`src/common/asl_regs.svh`:
```
// register offsets, field positions, reset values and bit timing counts
// assumes: included by the design file only, bare name
`ifndef ASL_REGS_SVH
`define ASL_REGS_SVH

// =====================================================================
// register offsets (3-bit address)
`define ASL_ADR_DATA 3'h0
`define ASL_ADR_IER 3'h1
`define ASL_ADR_ISR 3'h2
`define ASL_ADR_LCR 3'h3
`define ASL_ADR_MCR 3'h4
`define ASL_ADR_LSR 3'h5
`define ASL_ADR_MSR 3'h6
`define ASL_ADR_SCR 3'h7

// =====================================================================
// field positions
`define ASL_LCR_STB 2
`define ASL_LCR_PEN 3
`define ASL_LCR_EPS 4
`define ASL_LCR_STICK 5
`define ASL_LCR_BRK 6
`define ASL_LCR_DIVISOR_ACCESS_SELECT 7
`define ASL_MCR_LOOP 4
`define ASL_IER_RD 0
`define ASL_IER_TX 1
`define ASL_IER_LS 2
`define ASL_IER_MS 3

// =====================================================================
// interrupt source codes, bit 0 high means nothing pending
`define ASL_ISR_NONE 8'h01
`define ASL_ISR_LS 8'h06
`define ASL_ISR_RD 8'h04
`define ASL_ISR_TX 8'h02
`define ASL_ISR_MS 8'h00

// =====================================================================
// reset values, counts in 16x ticks and the receive buffer full level
`define ASL_DIV_RESET 16'h000C
`define ASL_BIT_END 5'h0F
`define ASL_STOP15_END 5'h17
`define ASL_STOP2_END 5'h1F
`define ASL_RX_MID 5'h07
`define ASL_FIFO_FULL 2'h2

`endif

```
`src/common/asl_pkg.sv`:
```
// types of the serial line block: state enums and the state record
// assumes: compiled before hw/asl_uart.sv
package asl_pkg;

    typedef enum logic [2:0] {TX_IDLE, TX_START, TX_DATA, TX_PAR, TX_STOP} asl_tx_st_t;
    typedef enum logic [2:0] {RX_IDLE, RX_START, RX_DATA, RX_PAR, RX_STOP} asl_rx_st_t;

    typedef struct packed {
        logic [7:0] frame_format;
        logic [3:0] irq_mask_reg;
        logic [4:0] handshake_control;
        logic [7:0] scr;
        logic [15:0] div;
        logic [15:0] bcnt;
        asl_tx_st_t tx_st;
        logic [7:0] thr;
        logic thr_full;
        logic [7:0] tsr;
        logic tpar;
        logic [2:0] tbit;
        logic [4:0] ttick;
        logic tx_line;
        asl_rx_st_t rx_st;
        logic rx_prev;
        logic [7:0] rsr;
        logic rpar;
        logic rzero;
        logic [2:0] rbit;
        logic [4:0] rtick;
        logic [1:0][7:0] fifo;
        logic wp;
        logic rp;
        logic [1:0] cnt;
        logic [3:0] err;
        logic [3:0] mlvl;
        logic [3:0] mdelta;
        logic [7:0] rdata;
        logic intr;
        logic serial_out;
        logic [3:0] ctl_n;
    } asl_state_t;

endpackage

```
`src/hw/asl_uart.sv`:
```
// single-channel async serial transceiver with its register file
// assumes: one-cycle read/write strobes synchronous to i_clk, pins synchronous
// Function
// - source register: bits 2:1 priority, 7:3 zero
// - format bits 1:0 pick five to eight bits
// - bit 2 gives 1, 1.5 or 2 stops
// - bit 3 adds and checks parity
// - bit 4 clear odd, set even parity
// - bit 5 forces parity to inverse bit 4
// - bit 6 holds serial output low
// - bit 7 maps addresses 0,1 to divisor
// - divisor written as low and high byte
// - control bits 0-3 drive pins low outside loopback, 5-7 zero
// - loopback: output high unless bit 6 set, internal wrap
// - loopback modem events come from control bits
// - data ready while receive data held
// - overrun, parity, framing flags per character
// - break flag on low whole frame
// - holding empty flag shows transmit space
// - shifter empty flag; status bit 7 zero
// - handshake change bits; cleared by read
// - ring change only on pin rising
// - status high nibble mirrors inverted inputs, control bits in loopback
// - free 8-bit scratch register
// - divisor sets the 16x tick rate
// - reset: pins high, mask clear, none pending
// - source bit 0 low while pending
// - priority: line, data, transmit, modem
// - start bit checked on the 8th tick
`include "asl_regs.svh"

module asl_uart
    import asl_pkg::*;
(
    input wire logic i_clk,
    input wire logic i_sys_rst,
    input wire logic [2:0] i_addr,
    input wire logic i_wr,
    input wire logic i_rd,
    input wire logic [7:0] i_wdata,
    output logic [7:0] o_rdata,
    output logic o_int,
    input wire logic i_serial_in,
    output logic o_serial_out,
    output logic o_term_ready_n,
    output logic o_send_req_n,
    output logic o_user_out1_n,
    output logic o_user_out2_n,
    input wire logic i_clear_to_send_n,
    input wire logic i_set_ready_n,
    input wire logic i_bell_detect_n,
    input wire logic i_carrier_detect_n
);

    // =================================================================
    // helpers
    function automatic logic par_bit(input logic [7:0] data, input logic [7:0] frame_format);
        logic x;
        x = ^(data & (8'hFF >> (2'h3 - frame_format[1:0])));
        if (frame_format[`ASL_LCR_STICK])
            par_bit = ~frame_format[`ASL_LCR_EPS];
        else
            par_bit = frame_format[`ASL_LCR_EPS] ? x : ~x;
    endfunction

    function automatic logic [7:0] lsr_val(input asl_state_t s);
        logic thre;
        thre = ~s.thr_full;
        lsr_val = {1'b0, thre && s.tx_st == TX_IDLE, thre, s.err, s.cnt != 2'h0};
    endfunction

    function automatic logic [7:0] isr_val(input asl_state_t s);
        if (s.irq_mask_reg[`ASL_IER_LS] && s.err != 4'h0)
            isr_val = `ASL_ISR_LS;
        else if (s.irq_mask_reg[`ASL_IER_RD] && s.cnt != 2'h0)
            isr_val = `ASL_ISR_RD;
        else if (s.irq_mask_reg[`ASL_IER_TX] && !s.thr_full)
            isr_val = `ASL_ISR_TX;
        else if (s.irq_mask_reg[`ASL_IER_MS] && s.mdelta != 4'h0)
            isr_val = `ASL_ISR_MS;
        else
            isr_val = `ASL_ISR_NONE;
    endfunction

    localparam asl_state_t RST = '{div: `ASL_DIV_RESET, tx_line: 1'b1, rx_prev: 1'b1, serial_out: 1'b1,
                                   ctl_n: 4'hF, tx_st: TX_IDLE, rx_st: RX_IDLE, default: '0};

    asl_state_t q;
    asl_state_t d;
    logic tick;
    logic loop;
    logic divisor_access_select;
    logic rx_in;
    logic push;
    logic pop;
    logic [3:0] lvl;
    logic [2:0] last_bit;
    logic [4:0] stop_end;
    logic [7:0] rx_data;
    logic [7:0] isr_next;

    // =================================================================
    // next state
    always_comb begin
        d = q;
        loop = q.handshake_control[`ASL_MCR_LOOP];
        divisor_access_select = q.frame_format[`ASL_LCR_DIVISOR_ACCESS_SELECT];
        last_bit = 3'h4 + {1'b0, q.frame_format[1:0]};
        if (!q.frame_format[`ASL_LCR_STB])
            stop_end = `ASL_BIT_END;
        else if (q.frame_format[1:0] == 2'h0)
            stop_end = `ASL_STOP15_END;
        else
            stop_end = `ASL_STOP2_END;
        rx_in = loop ? q.tx_line : i_serial_in;
        rx_data = q.rsr >> (2'h3 - q.frame_format[1:0]);
        push = 1'b0;
        pop = 1'b0;

        // 16x tick; divisor 0 behaves as 1
        tick = ({1'b0, q.bcnt} + 17'h00001) >= {1'b0, q.div};
        d.bcnt = tick ? 16'h0000 : q.bcnt + 16'h0001;

        // register writes
        if (i_wr) begin
            if (i_addr == `ASL_ADR_DATA && divisor_access_select)
                d.div[7:0] = i_wdata;
            else if (i_addr == `ASL_ADR_DATA && !q.thr_full) begin
                d.thr = i_wdata; // write while full is dropped
                d.thr_full = 1'b1;
            end else if (i_addr == `ASL_ADR_IER && divisor_access_select)
                d.div[15:8] = i_wdata;
            else if (i_addr == `ASL_ADR_IER)
                d.irq_mask_reg = i_wdata[3:0];
            else if (i_addr == `ASL_ADR_LCR)
                d.frame_format = i_wdata;
            else if (i_addr == `ASL_ADR_MCR)
                d.handshake_control = i_wdata[4:0];
            else if (i_addr == `ASL_ADR_SCR)
                d.scr = i_wdata;
        end

        // register reads; clears come before the sets below so a set wins
        if (i_rd) begin
            if (i_addr == `ASL_ADR_DATA && divisor_access_select)
                d.rdata = q.div[7:0];
            else if (i_addr == `ASL_ADR_DATA) begin
                d.rdata = q.fifo[q.rp];
                pop = q.cnt != 2'h0;
            end else if (i_addr == `ASL_ADR_IER)
                d.rdata = divisor_access_select ? q.div[15:8] : {4'h0, q.irq_mask_reg};
            else if (i_addr == `ASL_ADR_ISR)
                d.rdata = isr_val(q);
            else if (i_addr == `ASL_ADR_LCR)
                d.rdata = q.frame_format;
            else if (i_addr == `ASL_ADR_MCR)
                d.rdata = {3'h0, q.handshake_control};
            else if (i_addr == `ASL_ADR_LSR) begin
                d.rdata = lsr_val(q);
                d.err = 4'h0;
            end else if (i_addr == `ASL_ADR_MSR) begin
                d.rdata = {q.mlvl, q.mdelta};
                d.mdelta = 4'h0;
            end else
                d.rdata = q.scr;
        end

        // handshake levels: cd, ri, dsr, cts
        if (loop)
            lvl = {q.handshake_control[3], q.handshake_control[2], q.handshake_control[0], q.handshake_control[1]};
        else
            lvl = ~{i_carrier_detect_n, i_bell_detect_n, i_set_ready_n, i_clear_to_send_n};
        d.mlvl = lvl;
        // ring change flags only when the pin goes high again
        d.mdelta = d.mdelta | {lvl[3] ^ q.mlvl[3], q.mlvl[2] & ~lvl[2], lvl[1:0] ^ q.mlvl[1:0]};

        // =============================================================
        // transmitter
        case (q.tx_st)
            TX_IDLE: begin
                if (q.thr_full) begin
                    d.tsr = q.thr;
                    d.tpar = par_bit(q.thr, q.frame_format);
                    d.thr_full = 1'b0;
                    d.tx_line = 1'b0;
                    d.ttick = 5'h00;
                    d.tx_st = TX_START;
                end
            end
            TX_START: begin
                if (tick) begin
                    d.ttick = q.ttick + 5'h01;
                    if (q.ttick == `ASL_BIT_END) begin
                        d.ttick = 5'h00;
                        d.tx_line = q.tsr[0];
                        d.tbit = 3'h0;
                        d.tx_st = TX_DATA;
                    end
                end
            end
            TX_DATA: begin
                if (tick) begin
                    d.ttick = q.ttick + 5'h01;
                    if (q.ttick == `ASL_BIT_END) begin
                        d.ttick = 5'h00;
                        d.tsr = q.tsr >> 1;
                        d.tbit = q.tbit + 3'h1;
                        d.tx_line = q.tsr[1];
                        if (q.tbit == last_bit) begin
                            d.tx_line = q.frame_format[`ASL_LCR_PEN] ? q.tpar : 1'b1;
                            d.tx_st = q.frame_format[`ASL_LCR_PEN] ? TX_PAR : TX_STOP;
                        end
                    end
                end
            end
            TX_PAR: begin
                if (tick) begin
                    d.ttick = q.ttick + 5'h01;
                    if (q.ttick == `ASL_BIT_END) begin
                        d.ttick = 5'h00;
                        d.tx_line = 1'b1;
                        d.tx_st = TX_STOP;
                    end
                end
            end
            default: begin
                if (tick) begin
                    d.ttick = q.ttick + 5'h01;
                    if (q.ttick == stop_end) begin
                        d.ttick = 5'h00;
                        d.tx_st = TX_IDLE;
                    end
                end
            end
        endcase

        // =============================================================
        // receiver
        d.rx_prev = rx_in;
        case (q.rx_st)
            RX_IDLE: begin
                if (q.rx_prev && !rx_in) begin
                    d.rtick = 5'h00;
                    d.rx_st = RX_START;
                end
            end
            RX_START: begin
                if (tick) begin
                    d.rtick = q.rtick + 5'h01;
                    if (q.rtick == `ASL_RX_MID) begin
                        d.rtick = 5'h00;
                        d.rbit = 3'h0;
                        d.rzero = 1'b1;
                        d.rx_st = rx_in ? RX_IDLE : RX_DATA;
                    end
                end
            end
            RX_DATA: begin
                if (tick) begin
                    d.rtick = q.rtick + 5'h01;
                    if (q.rtick == `ASL_BIT_END) begin
                        d.rtick = 5'h00;
                        d.rsr = {rx_in, q.rsr[7:1]};
                        d.rzero = q.rzero & ~rx_in;
                        d.rbit = q.rbit + 3'h1;
                        if (q.rbit == last_bit)
                            d.rx_st = q.frame_format[`ASL_LCR_PEN] ? RX_PAR : RX_STOP;
                    end
                end
            end
            RX_PAR: begin
                if (tick) begin
                    d.rtick = q.rtick + 5'h01;
                    if (q.rtick == `ASL_BIT_END) begin
                        d.rtick = 5'h00;
                        d.rpar = rx_in;
                        d.rzero = q.rzero & ~rx_in;
                        d.rx_st = RX_STOP;
                    end
                end
            end
            default: begin
                if (tick) begin
                    d.rtick = q.rtick + 5'h01;
                    if (q.rtick == `ASL_BIT_END) begin
                        d.rtick = 5'h00;
                        d.rx_st = RX_IDLE;
                        d.err[1] = d.err[1] | (q.frame_format[`ASL_LCR_PEN] && q.rpar != par_bit(rx_data, q.frame_format));
                        d.err[2] = d.err[2] | ~rx_in;
                        d.err[3] = d.err[3] | (q.rzero & ~rx_in);
                        // buffer full with no read this cycle: word lost
                        if (q.cnt == `ASL_FIFO_FULL && !pop)
                            d.err[0] = 1'b1;
                        else
                            push = 1'b1;
                    end
                end
            end
        endcase

        // two-entry receive buffer
        if (push) begin
            d.fifo[q.wp] = rx_data;
            d.wp = ~q.wp;
        end
        if (pop)
            d.rp = ~q.rp;
        d.cnt = q.cnt + {1'b0, push} - {1'b0, pop};

        // pins straight from the next state
        if (d.frame_format[`ASL_LCR_BRK])
            d.serial_out = 1'b0;
        else
            d.serial_out = d.handshake_control[`ASL_MCR_LOOP] | d.tx_line;
        // looped control bits stay internal, pins idle high
        d.ctl_n = d.handshake_control[`ASL_MCR_LOOP] ? 4'hF : ~d.handshake_control[3:0];
        // a function result cannot be bit-selected directly
        isr_next = isr_val(d);
        d.intr = ~isr_next[0];
    end

    always_ff @(posedge i_clk or posedge i_sys_rst) begin
        if (i_sys_rst)
            q <= RST;
        else
            q <= d;
    end

    assign o_rdata = q.rdata;
    assign o_int = q.intr;
    assign o_serial_out = q.serial_out;
    assign o_term_ready_n = q.ctl_n[0];
    assign o_send_req_n = q.ctl_n[1];
    assign o_user_out1_n = q.ctl_n[2];
    assign o_user_out2_n = q.ctl_n[3];
endmodule

```
`config.mk`:
```
export PLATFORM = sky130hd
export DESIGN_NAME = asl_uart
export DESIGN_NICKNAME = d
export VERILOG_FILES = /design/src/common/asl_pkg.sv /design/src/hw/asl_uart.sv
export VERILOG_INCLUDE_DIRS = /design/src /design/src/common
export SDC_FILE = /design/constraint.sdc
export NUM_CORES = 1
export LEC_CHECK = 0
export ABC_AREA = 1
export BUFFER_PORTS_ARGS = -buffer_cell sky130_fd_sc_hd__buf_4
export CAP_MARGIN = 20
export CORE_MARGIN = 2
export CORE_UTILIZATION = 28
export CTS_CLUSTER_SIZE = 30
export DETAILED_ROUTE_END_ITERATION = 12
export GPL_TIMING_DRIVEN = 0
export PLACE_DENSITY = 0.41
export SLEW_MARGIN = 20
export SYNTH_ARGS = -nofsm -noshare
export SYNTH_HDL_FRONTEND = slang
export SYNTH_SLANG_ARGS = --single-unit
```
`constraint.sdc`:
```
create_clock -name i_clk -period 4.7 [get_ports i_clk]
set_input_delay 0.235 -clock i_clk [delete_from_list [all_inputs] [get_ports i_clk]]
set_output_delay 0.235 -clock i_clk [all_outputs]
set_load 0.01 [all_outputs]
```
==> flow_summary.yaml, run 1 <==
die:
  std_cell_rows: 65
  dieArea_sq_um: 33200
  core-area_sq_um: 31400
  start_util: 0.283
  ios: 34
  die_y_um: 182
  die_w_um: 182
cells_and_area:
  fin_util: 0.329
  drive_above_1_share: 0.134
  diodes: 0
  synthToLayoutAreaGrowth_pct: 16.0
  fillers: 3386
  final_nets: 1241
  final_area_sq_um: 10300
timing:
  drv_slew: 0
  period_needed_ns: 4.22
  worst_pin_slew_ns: 0.852
  setup_violations: 0
  hold_viol_final: 0
  skew_ns: 0.0141
  tns_ns: 0
  holdWs_ns: 0.0457
  finalCritPeriodShare: 0.898
  max_freq_mhz: 237
  relSlewSlack: 0.428
detailed_routing:
  vias: 7545
  vias_per_cell: 4.69
  drtPass1Iterations: 6
  wl_um: 26000
  final_antenna_net_count: 0
  drc: 0
  wl_per_cell_um: 16.1
  drtIter0Drc: 408
clocking:
  path_clk_slew_ns: 0.07
  cts-buffers-inserted: 17
  tritoncts: "built"
  clk_latency_ns: 0.44
  htree_levels: 4
  cts_num_sinks: 155
  cts_max_path_buffers: 2
  clockRootBuffer: "clkbuf_16"
synth:
  synthSimpleGateAreaFrac: 0.241
  ys_warn_count: 0
  synth_adder_area_share: 0.0380
  synth_area_leaders: "dfrtp_1, nand2_1, inv_1"
  async_reset_ff_frac: 1.00
  syn_nets: 1186
  synth_edf_count: 0
  syn_area_per_cell_sq_um: 7.81
  synth.distinct_cells: 56
  synth_top_family_by_area: "simple AND/OR/NAND/NOR gates"
  yosys-top-cells-count: "nand2_1, inv_1, dfrtp_1"
  yosysTopAreaCellShare: 0.411
  synth_flop_cell: "dfrtp_1"
  synth_xor_area_frac: 0.0236
  synth-compound-area-share: 0.158
  ys_ff_latch: 155
  synth_most_common_cell: "nand2_1"
  synthCells: 1139
  syn_area_sq_um: 8900
  synth.largest_area_cell: "dfrtp_1"
  ys_seq_area_frac: 0.437
  synthMuxAreaShare: 0.00352
worst_setup_path:
  cp-end-kind: "flip-flop"
  arrival_ns: 4.51
  cpMostUsedCell: "nand2_1"
  critical_path_class: "flip-flop to flip-flop"
  worst_ep_required_time_ns: 4.99
  cp_max_fo: 4
  cpMaxStageDelayCell: "dfrtp_1"
  crit_path_start_kind: "flip-flop"
  cp_slowest_stage_delay_ns: 0.39
place:
  dpl-instance-area_sq_um: 9670
  gp_congestion: 0.863
  dp_hpwl_um: 19800
  io_buffer_count: 31
grt:
  first_global_vias: 7556
  grt_pass1_wl_um: 42600
  grt_max_degree: 91
  grt_overflow: 0
  antenna_found_initial: 0
  grt_usage: 0.166
flow_run:
  max_cap_violations: 0
status:
  status: "finished clean"
pwr:
  ir_drop_mv: 0.245
  power.total_w: 0.00468
  p_per_area_nw_per_um2: 454
  p_leak_nw: 5.04
worst_hold_path:
  holdCritPathClass: "input port to flip-flop"
## power by group
group / leakage (nW) / switching [W] / internal, W
clock: 0.280 / 0.000596 / 0.000817
sequential: 1.85 / 0.000194 / 0.00159
combinational: 2.91 / 0.000932 / 0.000547
## critical path: cells and delay by family, from the launching register on
| family | cells | cell delay (ns) |
|---|---|---|
| xor gates and xnor gates | 2 | 0.23 |
| DFF | 1 | 0.39 |
| buffers and inverters | 2 | 0.13 |
| AOI/OAI and AO/OA | 1 | 0.16 |
| and+or+nand+nor | 16 | 2.21 |
| adders and majority gates | 4 | 0.97 |
## state kept, by name, summed over array words and instances (netlist names)
signal                 flops
o_user_out2_n              1
o_rdata                    8
o_send_req_n               1
q                        139
o_serial_out               1
loop                       1
o_user_out1_n              1
o_term_ready_n             1
divisor_access_select      1
o_int                      1
## stage by stage
step / std cells / setup WS (ns)
after detailed placement: 1573 / 0.293
after global placement: 1572 / -2.08
after CTS: 1606 / 0.273
final: 1609 / 0.477
after global routing: 1609 / -0.0462
after floorplan: 1139 / 0.302
## cells by family (layout without fill, tap and decap cells)
family / after synthesis / after routing
flops: 155 / 155
xor+xnor: 24 / 24
simple gates: 482 / 482
buf+inv: 209 / 277
mux: 3 / 3
fa+ha+maj: 27 / 27
compound gates: 239 / 239
## routing by layer
layer / routed length (um) / global-route usage
met3: 951 / 0.0255
met1: 12700 / 0.230
met4: 388 / 0.0484
met2: 11900 / 0.266
met5: 0 / 0
## cells in the final DEF (no fill, tap or decap), drive strengths merged, types with 27 or more instances in the layout
master and instances:
nand2 294, inv 171, dfrtp 146, o21ai 139
nor2 82, buf 62, nand3 59, a21oi 39
clkbuf 32, ha 27
## final cells by class
cell class	count	area [sq um]	share of cell area
timing repair buffer	36	293	0.0284
tap	402	503	0.0487
clock buffer	21	460	0.0446
multi-input combinational	775	4160	0.403
clock inverter	11	135	0.0131
buffer	38	229	0.0222
sequential	155	3890	0.377
inverter	171	654	0.0634
## final timing paths
path / depth (start not counted) / from / to / slack [ns]
worst max register to register: 25 / q[98] / o_int / 0.48
worst min-delay path: 2 / i_clear_to_send_n / q[18] / 0.05
worst max-delay path: 25 / q[98] / o_int / 0.48
worst min register to register: 2 / q[128] / q[128] / 0.49
min in group asynchronous: 3 / i_sys_rst / q[82] / 0.46
max in group asynchronous: 4 / i_sys_rst / q[64] / 3.46
## what timing repair did
item                                   4_1_cts  5_1_grt
buffers inserted                             0        3
endpoints found under the hold margin       82        0
hold buffers                                 1        0
setup endpoints to repair                    0        1
resized for setup                            0        6
Power figures use the tool's default switching activity.
==> inputs of run 2 (changes only) <==
Settings changed: CTS_BUF_LIST set to sky130_fd_sc_hd__clkbuf_2 sky130_fd_sc_hd__clkbuf_4 sky130_fd_sc_hd__clkbuf_8, PLACE_DENSITY 0.41 to 0.39.
Clock period 4.7 ns to 4.75 ns, I/O delays scaled along.
==> run 2 against run 1 <==
- setup slack gained 0.047 ns
- critical path depth grew 2
- sequential power is essentially flat
- sequential cell count is the same
- power shrank 9.5%
- via count shrank 1.4%
- clock power shrank 29%
- first-iteration DRC count grew 7.1%
- cell count grew 0.19%
- combinational power is essentially flat
- maximum frequency is essentially flat
- register-to-register slack gained 0.05 ns
- critical endpoint unchanged
- largest cell class unchanged
==> flow_summary.yaml, run 2 (synthesized netlist as in run 1, its figures left out) <==
worst_hold_path:
  holdCritPathClass: "input port to flip-flop"
place:
  io_buffer_count: 31
  gp_congestion: 0.844
  dp.cells: 1573
  dpl-instance-area_sq_um: 9670
  dp_hpwl_um: 20000
grt:
  antenna_found_initial: 0
  grt_max_degree: 91
  grt_usage: 0.163
  grt_pass1_wl_um: 41500
  grt_overflow: 0
  first_global_vias: 7290
timing:
  setup_violations: 0
  drv_slew: 0
  period_needed_ns: 4.23
  skew_ns: 0.0258
  hold_viol_final: 0
  max_freq_mhz: 237
  holdWs_ns: 0.0303
  tns_ns: 0
  finalCritPeriodShare: 0.890
  worst_pin_slew_ns: 0.893
  relSlewSlack: 0.400
  grt_setup_unrepaired: "no"
worst_setup_path:
  crit_path_start_kind: "flip-flop"
  cpMaxStageDelayCell: "dfrtp_1"
  crit_family: "simple AND/OR/NAND/NOR gates"
  cpMostUsedCell: "nand2_1"
  cp-end-kind: "flip-flop"
  critical_path_class: "flip-flop to flip-flop"
  ff2ff_setup_slack_ns: 0.52
  worst_ep_required_time_ns: 5.08
  cp_max_fo: 4
  arrival_ns: 4.55
  crit_buf_inv: 4
  cp_slowest_stage_delay_ns: 0.41
detailed_routing:
  drtIter0Drc: 437
  vias_per_cell: 4.61
  drtPass1Iterations: 5
  wl_per_cell_um: 16.1
  wl_um: 25900
  vias: 7439
  final_antenna_net_count: 0
  drc: 0
die:
  dieArea_sq_um: 33200
  std_cell_rows: 65
  die_w_um: 182
  core-area_sq_um: 31400
  die_y_um: 182
  ios: 34
  start_util: 0.283
status:
  status: "finished clean"
cells_and_area:
  layout_commonest_cell: "nand2_1"
  final_area_sq_um: 10100
  final_cell_mix: "nand2_1, inv_1, dfrtp_1, o21ai_0, nor2_1"
  final_nets: 1244
  drive_above_1_share: 0.136
  fin_cells: 1612
  largest_reg_flops: 139
  regMostFlops: "q"
  diodes: 0
  synthToLayoutAreaGrowth_pct: 14.1
clocking:
  tritoncts: "built"
  cts_max_path_buffers: 2
  clk_latency_ns: 0.47
  htree_levels: 4
  cts_num_sinks: 155
  cts-buffers-inserted: 17
  clockRootBuffer: "clkbuf_8"
  path_clk_slew_ns: 0.11
flow_run:
  max_cap_violations: 0
pwr:
  ir_drop_mv: 0.157
  p_per_area_nw_per_um2: 417
  p_leak_nw: 4.95
-- run 2: cell types whose count changed in the layout (fill, tap and decap cells not counted), moves of 2 or more --
cell,change
clkinvlp_4,+2
inv_6,+2
dlygate4sd3_1,+4
clkbuf_1,-2
nor2_2,+2
nor2_1,-2
clkbuf_8,+15
clkbuf_16,-17
-- run 2: final cells by class --
cell class                 count  area, sq um
multi-input combinational    775         4160
fill                        3393        21200
buffer                        38          229
clock buffer                  18          241
clock inverter                14          140
timing repair buffer          39          325
tap                          402          503
inverter                     171          654
sequential                   155         3890
-- run 2: path summary, 6_finish.rpt --
path,from,to,cells after the start
max,q[98],o_int,27
min reg2reg,q[135],q[135],2
max in group asynchronous,i_sys_rst,q[117],4
min,i_set_ready_n,q[19],2
min in group asynchronous,i_sys_rst,q[81],3
max reg2reg,q[98],o_int,27
-- run 2: worst register-to-register path, stage by stage, from the launching register on --
cell     delay, ns
dfrtp_1       0.41
and3_4        0.21
nand3_1       0.09
nor2_1        0.10
inv_1         0.08
nor2_2        0.13
nand2_1       0.09
nor2_1        0.10
inv_1         0.08
nor2_2        0.11
inv_1         0.07
nor3_2        0.13
nor2_1        0.07
ha_1          0.29
nand4_1       0.12
nor4_2        0.28
nand2_1       0.12
nand3_4       0.13
nand2_1       0.09
or2_4         0.30
ha_1          0.29
inv_1         0.04
ha_1          0.17
xnor2_1       0.14
o21ai_0       0.15
nand2_1       0.07
nor2_1        0.11
nand2_1       0.11
-- run 2: report_power, final --
| part | leakage (nW) | switching, W | internal (W) |
|---|---|---|---|
| Combinational | 2.92 | 0.000922 | 0.000542 |
| Clock | 0.178 | 0.000571 | 0.000432 |
| Sequential | 1.85 | 0.000193 | 0.00157 |
| Total | 4.95 | 0.00169 | 0.00255 |
-- run 2: through the flow --
step	utilization	total power [W]	worst slack [ns]
floorplan	-	0.00277	0.349
global placement	0.307	0.00327	-2.12
detailed placement	0.308	0.00327	0.306
CTS	0.322	0.00431	0.263
global route	0.323	0.00460	0.00610
finish	0.323	0.00424	0.524
-- run 2: layer usage --
metal	GRT usage	vias to the layer above	wire [um]
met3	0.0227	23	542
met1	0.228	3494	12900
met4	0.0452	0	337
met2	0.263	83	12100
li1	-	3839	-
met5	0	-	0
-- run 2: what timing repair did --
| action | 4_1_cts | 5_1_grt |
|---|---|---|
| endpoints found under the setup margin | 0 | 1 |
| gates resized for setup | 0 | 8 |
| endpoints found under the hold margin | 89 | 0 |
| hold buffers | 5 | 0 |
| setup buffers | 0 | 2 |
==> inputs of run 3 (changes only) <==
Settings changed: CORE_UTILIZATION 28 to 60, PLACE_DENSITY 0.39 to 0.75.
==> run 3 against run 2 <==
- via count grew 3.6%
- combinational power hardly changed
- highest routed layer unchanged
- design area down 2.7%
==> flow_summary.yaml, run 3 (synthesized netlist as in run 1, its figures left out) <==
detailed_routing:
  wl_um: 22100
  vias_per_cell: 5.54
  drc: 0
  vias: 7709
  final_antenna_net_count: 0
  wl_per_cell_um: 15.9
  drtIter0Drc: 673
  drtPass1Iterations: 8
place:
  gp_congestion: 0.960
  dpl-instance-area_sq_um: 9390
  io_buffer_count: 31
  dp_hpwl_um: 16700
worst_setup_path:
  critical_path_class: "flip-flop to flip-flop"
  cp-end-kind: "flip-flop"
  arrival_ns: 4.55
  reg2regPathDepth: 25
  regToRegStartpoint: "q[98]"
  startpoint: "q[98]"
  crit_path_start_kind: "flip-flop"
  cp_max_fo: 4
  worst_ep_required_time_ns: 5.09
  cp_slowest_stage_delay_ns: 0.40
  cpMostUsedCell: "nand2_1"
  cpMaxStageDelayCell: "dfrtp_1"
timing:
  skew_ns: 0.0117
  worst_pin_slew_ns: 0.832
  hold_viol_final: 0
  max_freq_mhz: 238
  holdWs_ns: 0.0269
  finalCritPeriodShare: 0.885
  setup_violations: 0
  relSlewSlack: 0.441
  drv_slew: 0
  grt_setup_unrepaired: "no"
  tns_ns: 0
  period_needed_ns: 4.20
pwr:
  clockPowerShare: 0.249
  intPower_w: 0.00267
  p_switching_w: 0.00160
  ir_drop_mv: 0.210
  p_per_area_nw_per_um2: 432
  power_frac_comb: 0.338
  p_leak_nw: 4.97
  power.total_w: 0.00426
  sw_frac_of_total: 0.374
  power_frac_seq: 0.413
cells_and_area:
  final_nets: 1242
  largest_reg_flops: 139
  final_area_sq_um: 9870
  fin_util: 0.679
  layout_commonest_cell: "nand2_1"
  drive_above_1_share: 0.132
  final_cell_mix: "nand2_1, inv_1, dfrtp_1, o21ai_0, nor2_1"
  synthToLayoutAreaGrowth_pct: 11.0
  diodes: 0
  regMostFlops: "q"
grt:
  grt_max_degree: 80
  grt_usage: 0.292
  grt_overflow: 0
  grt_pass1_wl_um: 36600
  first_global_vias: 7366
  antenna_found_initial: 0
clocking:
  htree_levels: 4
  cts_num_sinks: 155
  cts-buffers-inserted: 17
  cts_max_path_buffers: 2
  tritoncts: "built"
  clk_latency_ns: 0.47
  clockRootBuffer: "clkbuf_8"
  path_clk_slew_ns: 0.08
die:
  die_w_um: 126
  die_y_um: 126
  ios: 34
  core-area_sq_um: 14500
  dieArea_sq_um: 15800
  std_cell_rows: 44
  start_util: 0.612
flow_run:
  max_cap_violations: 0
worst_hold_path:
  holdCritPathClass: "input port to flip-flop"
  hold_depth: 3
  worstHoldStart: "i_wdata[0]"
status:
  status: "finished clean"
-- run 3: changes by cell type in the layout (fill, tap and decap cells not counted), moves of 2 or more --
cell,previous run,this run
clkbuf_8,17,19
clkinvlp_4,5,2
inv_6,4,1
clkinv_2,0,4
bufinv_16,1,3
clkinv_4,4,2
nor2_2,8,5
nor2_1,68,71
-- run 3: area by class of cell --
cell class,count,area (sq um)
Tap cell,184,230
Buffer,38,229
Fill cell,1263,4660
Inverter,171,654
Clock buffer,21,277
Clock inverter,11,143
Sequential cell,155,3890
Timing Repair Buffer,37,308
Multi-Input combinational cell,775,4140
-- run 3: layer usage --
layer / part of all wire / track usage / vias to the layer above
met3: 0.045 / 0.0463 / 58
met1: 0.46 / 0.405 / 3627
li1: - / - / 3824
met4: 0.033 / 0.126 / 0
met2: 0.47 / 0.459 / 200
met5: 0 / 0 / -
-- run 3: path summary, 6_finish.rpt --
check	end	slack, ns
min reg2reg	q[32]	0.48
min	q[87]	0.03
min in group asynchronous	q[51]	0.36
max in group asynchronous	q[117]	3.61
max reg2reg	o_int	0.55
max	o_int	0.55
-- run 3: critical path, delay by kind of cell (launching register included) --
| kind | cells | cell delay (ns) |
|---|---|---|
| simple gates | 16 | 2.17 |
| fa+ha+maj | 4 | 0.98 |
| flops | 1 | 0.40 |
| xor+xnor | 2 | 0.25 |
| compound gates | 1 | 0.15 |
| buf+inv | 2 | 0.13 |
-- run 3: power by group through the flow --
stage / logic [W] / clock network [W] / registers (W)
after global placement: 0.00138 / 0 / 0.00178
after floorplan: 0.00104 / 0 / 0.00173
after CTS: 0.00143 / 0.00107 / 0.00176
after detailed placement: 0.00141 / 0 / 0.00178
after global routing: 0.00164 / 0.00114 / 0.00179
final: 0.00144 / 0.00106 / 0.00176
-- run 3: through the flow --
| step | cells | setup WS (ns) |
|---|---|---|
| 3_5_place_dp | 1355 | 0.357 |
| 6_report | 1392 | 0.545 |
| 3_3_place_gp | 1354 | -1.32 |
| 2_1_floorplan | 1139 | 0.349 |
| 4_1_cts | 1391 | 0.322 |
| 5_1_grt | 1392 | 0.0231 |
-- run 3: timing repair --
action | CTS | global route
resized for setup | 0 | 3
buffers inserted | 0 | 1
endpoints found under the setup margin | 0 | 1
hold endpoints to repair | 72 | 0
hold buffers | 4 | 0
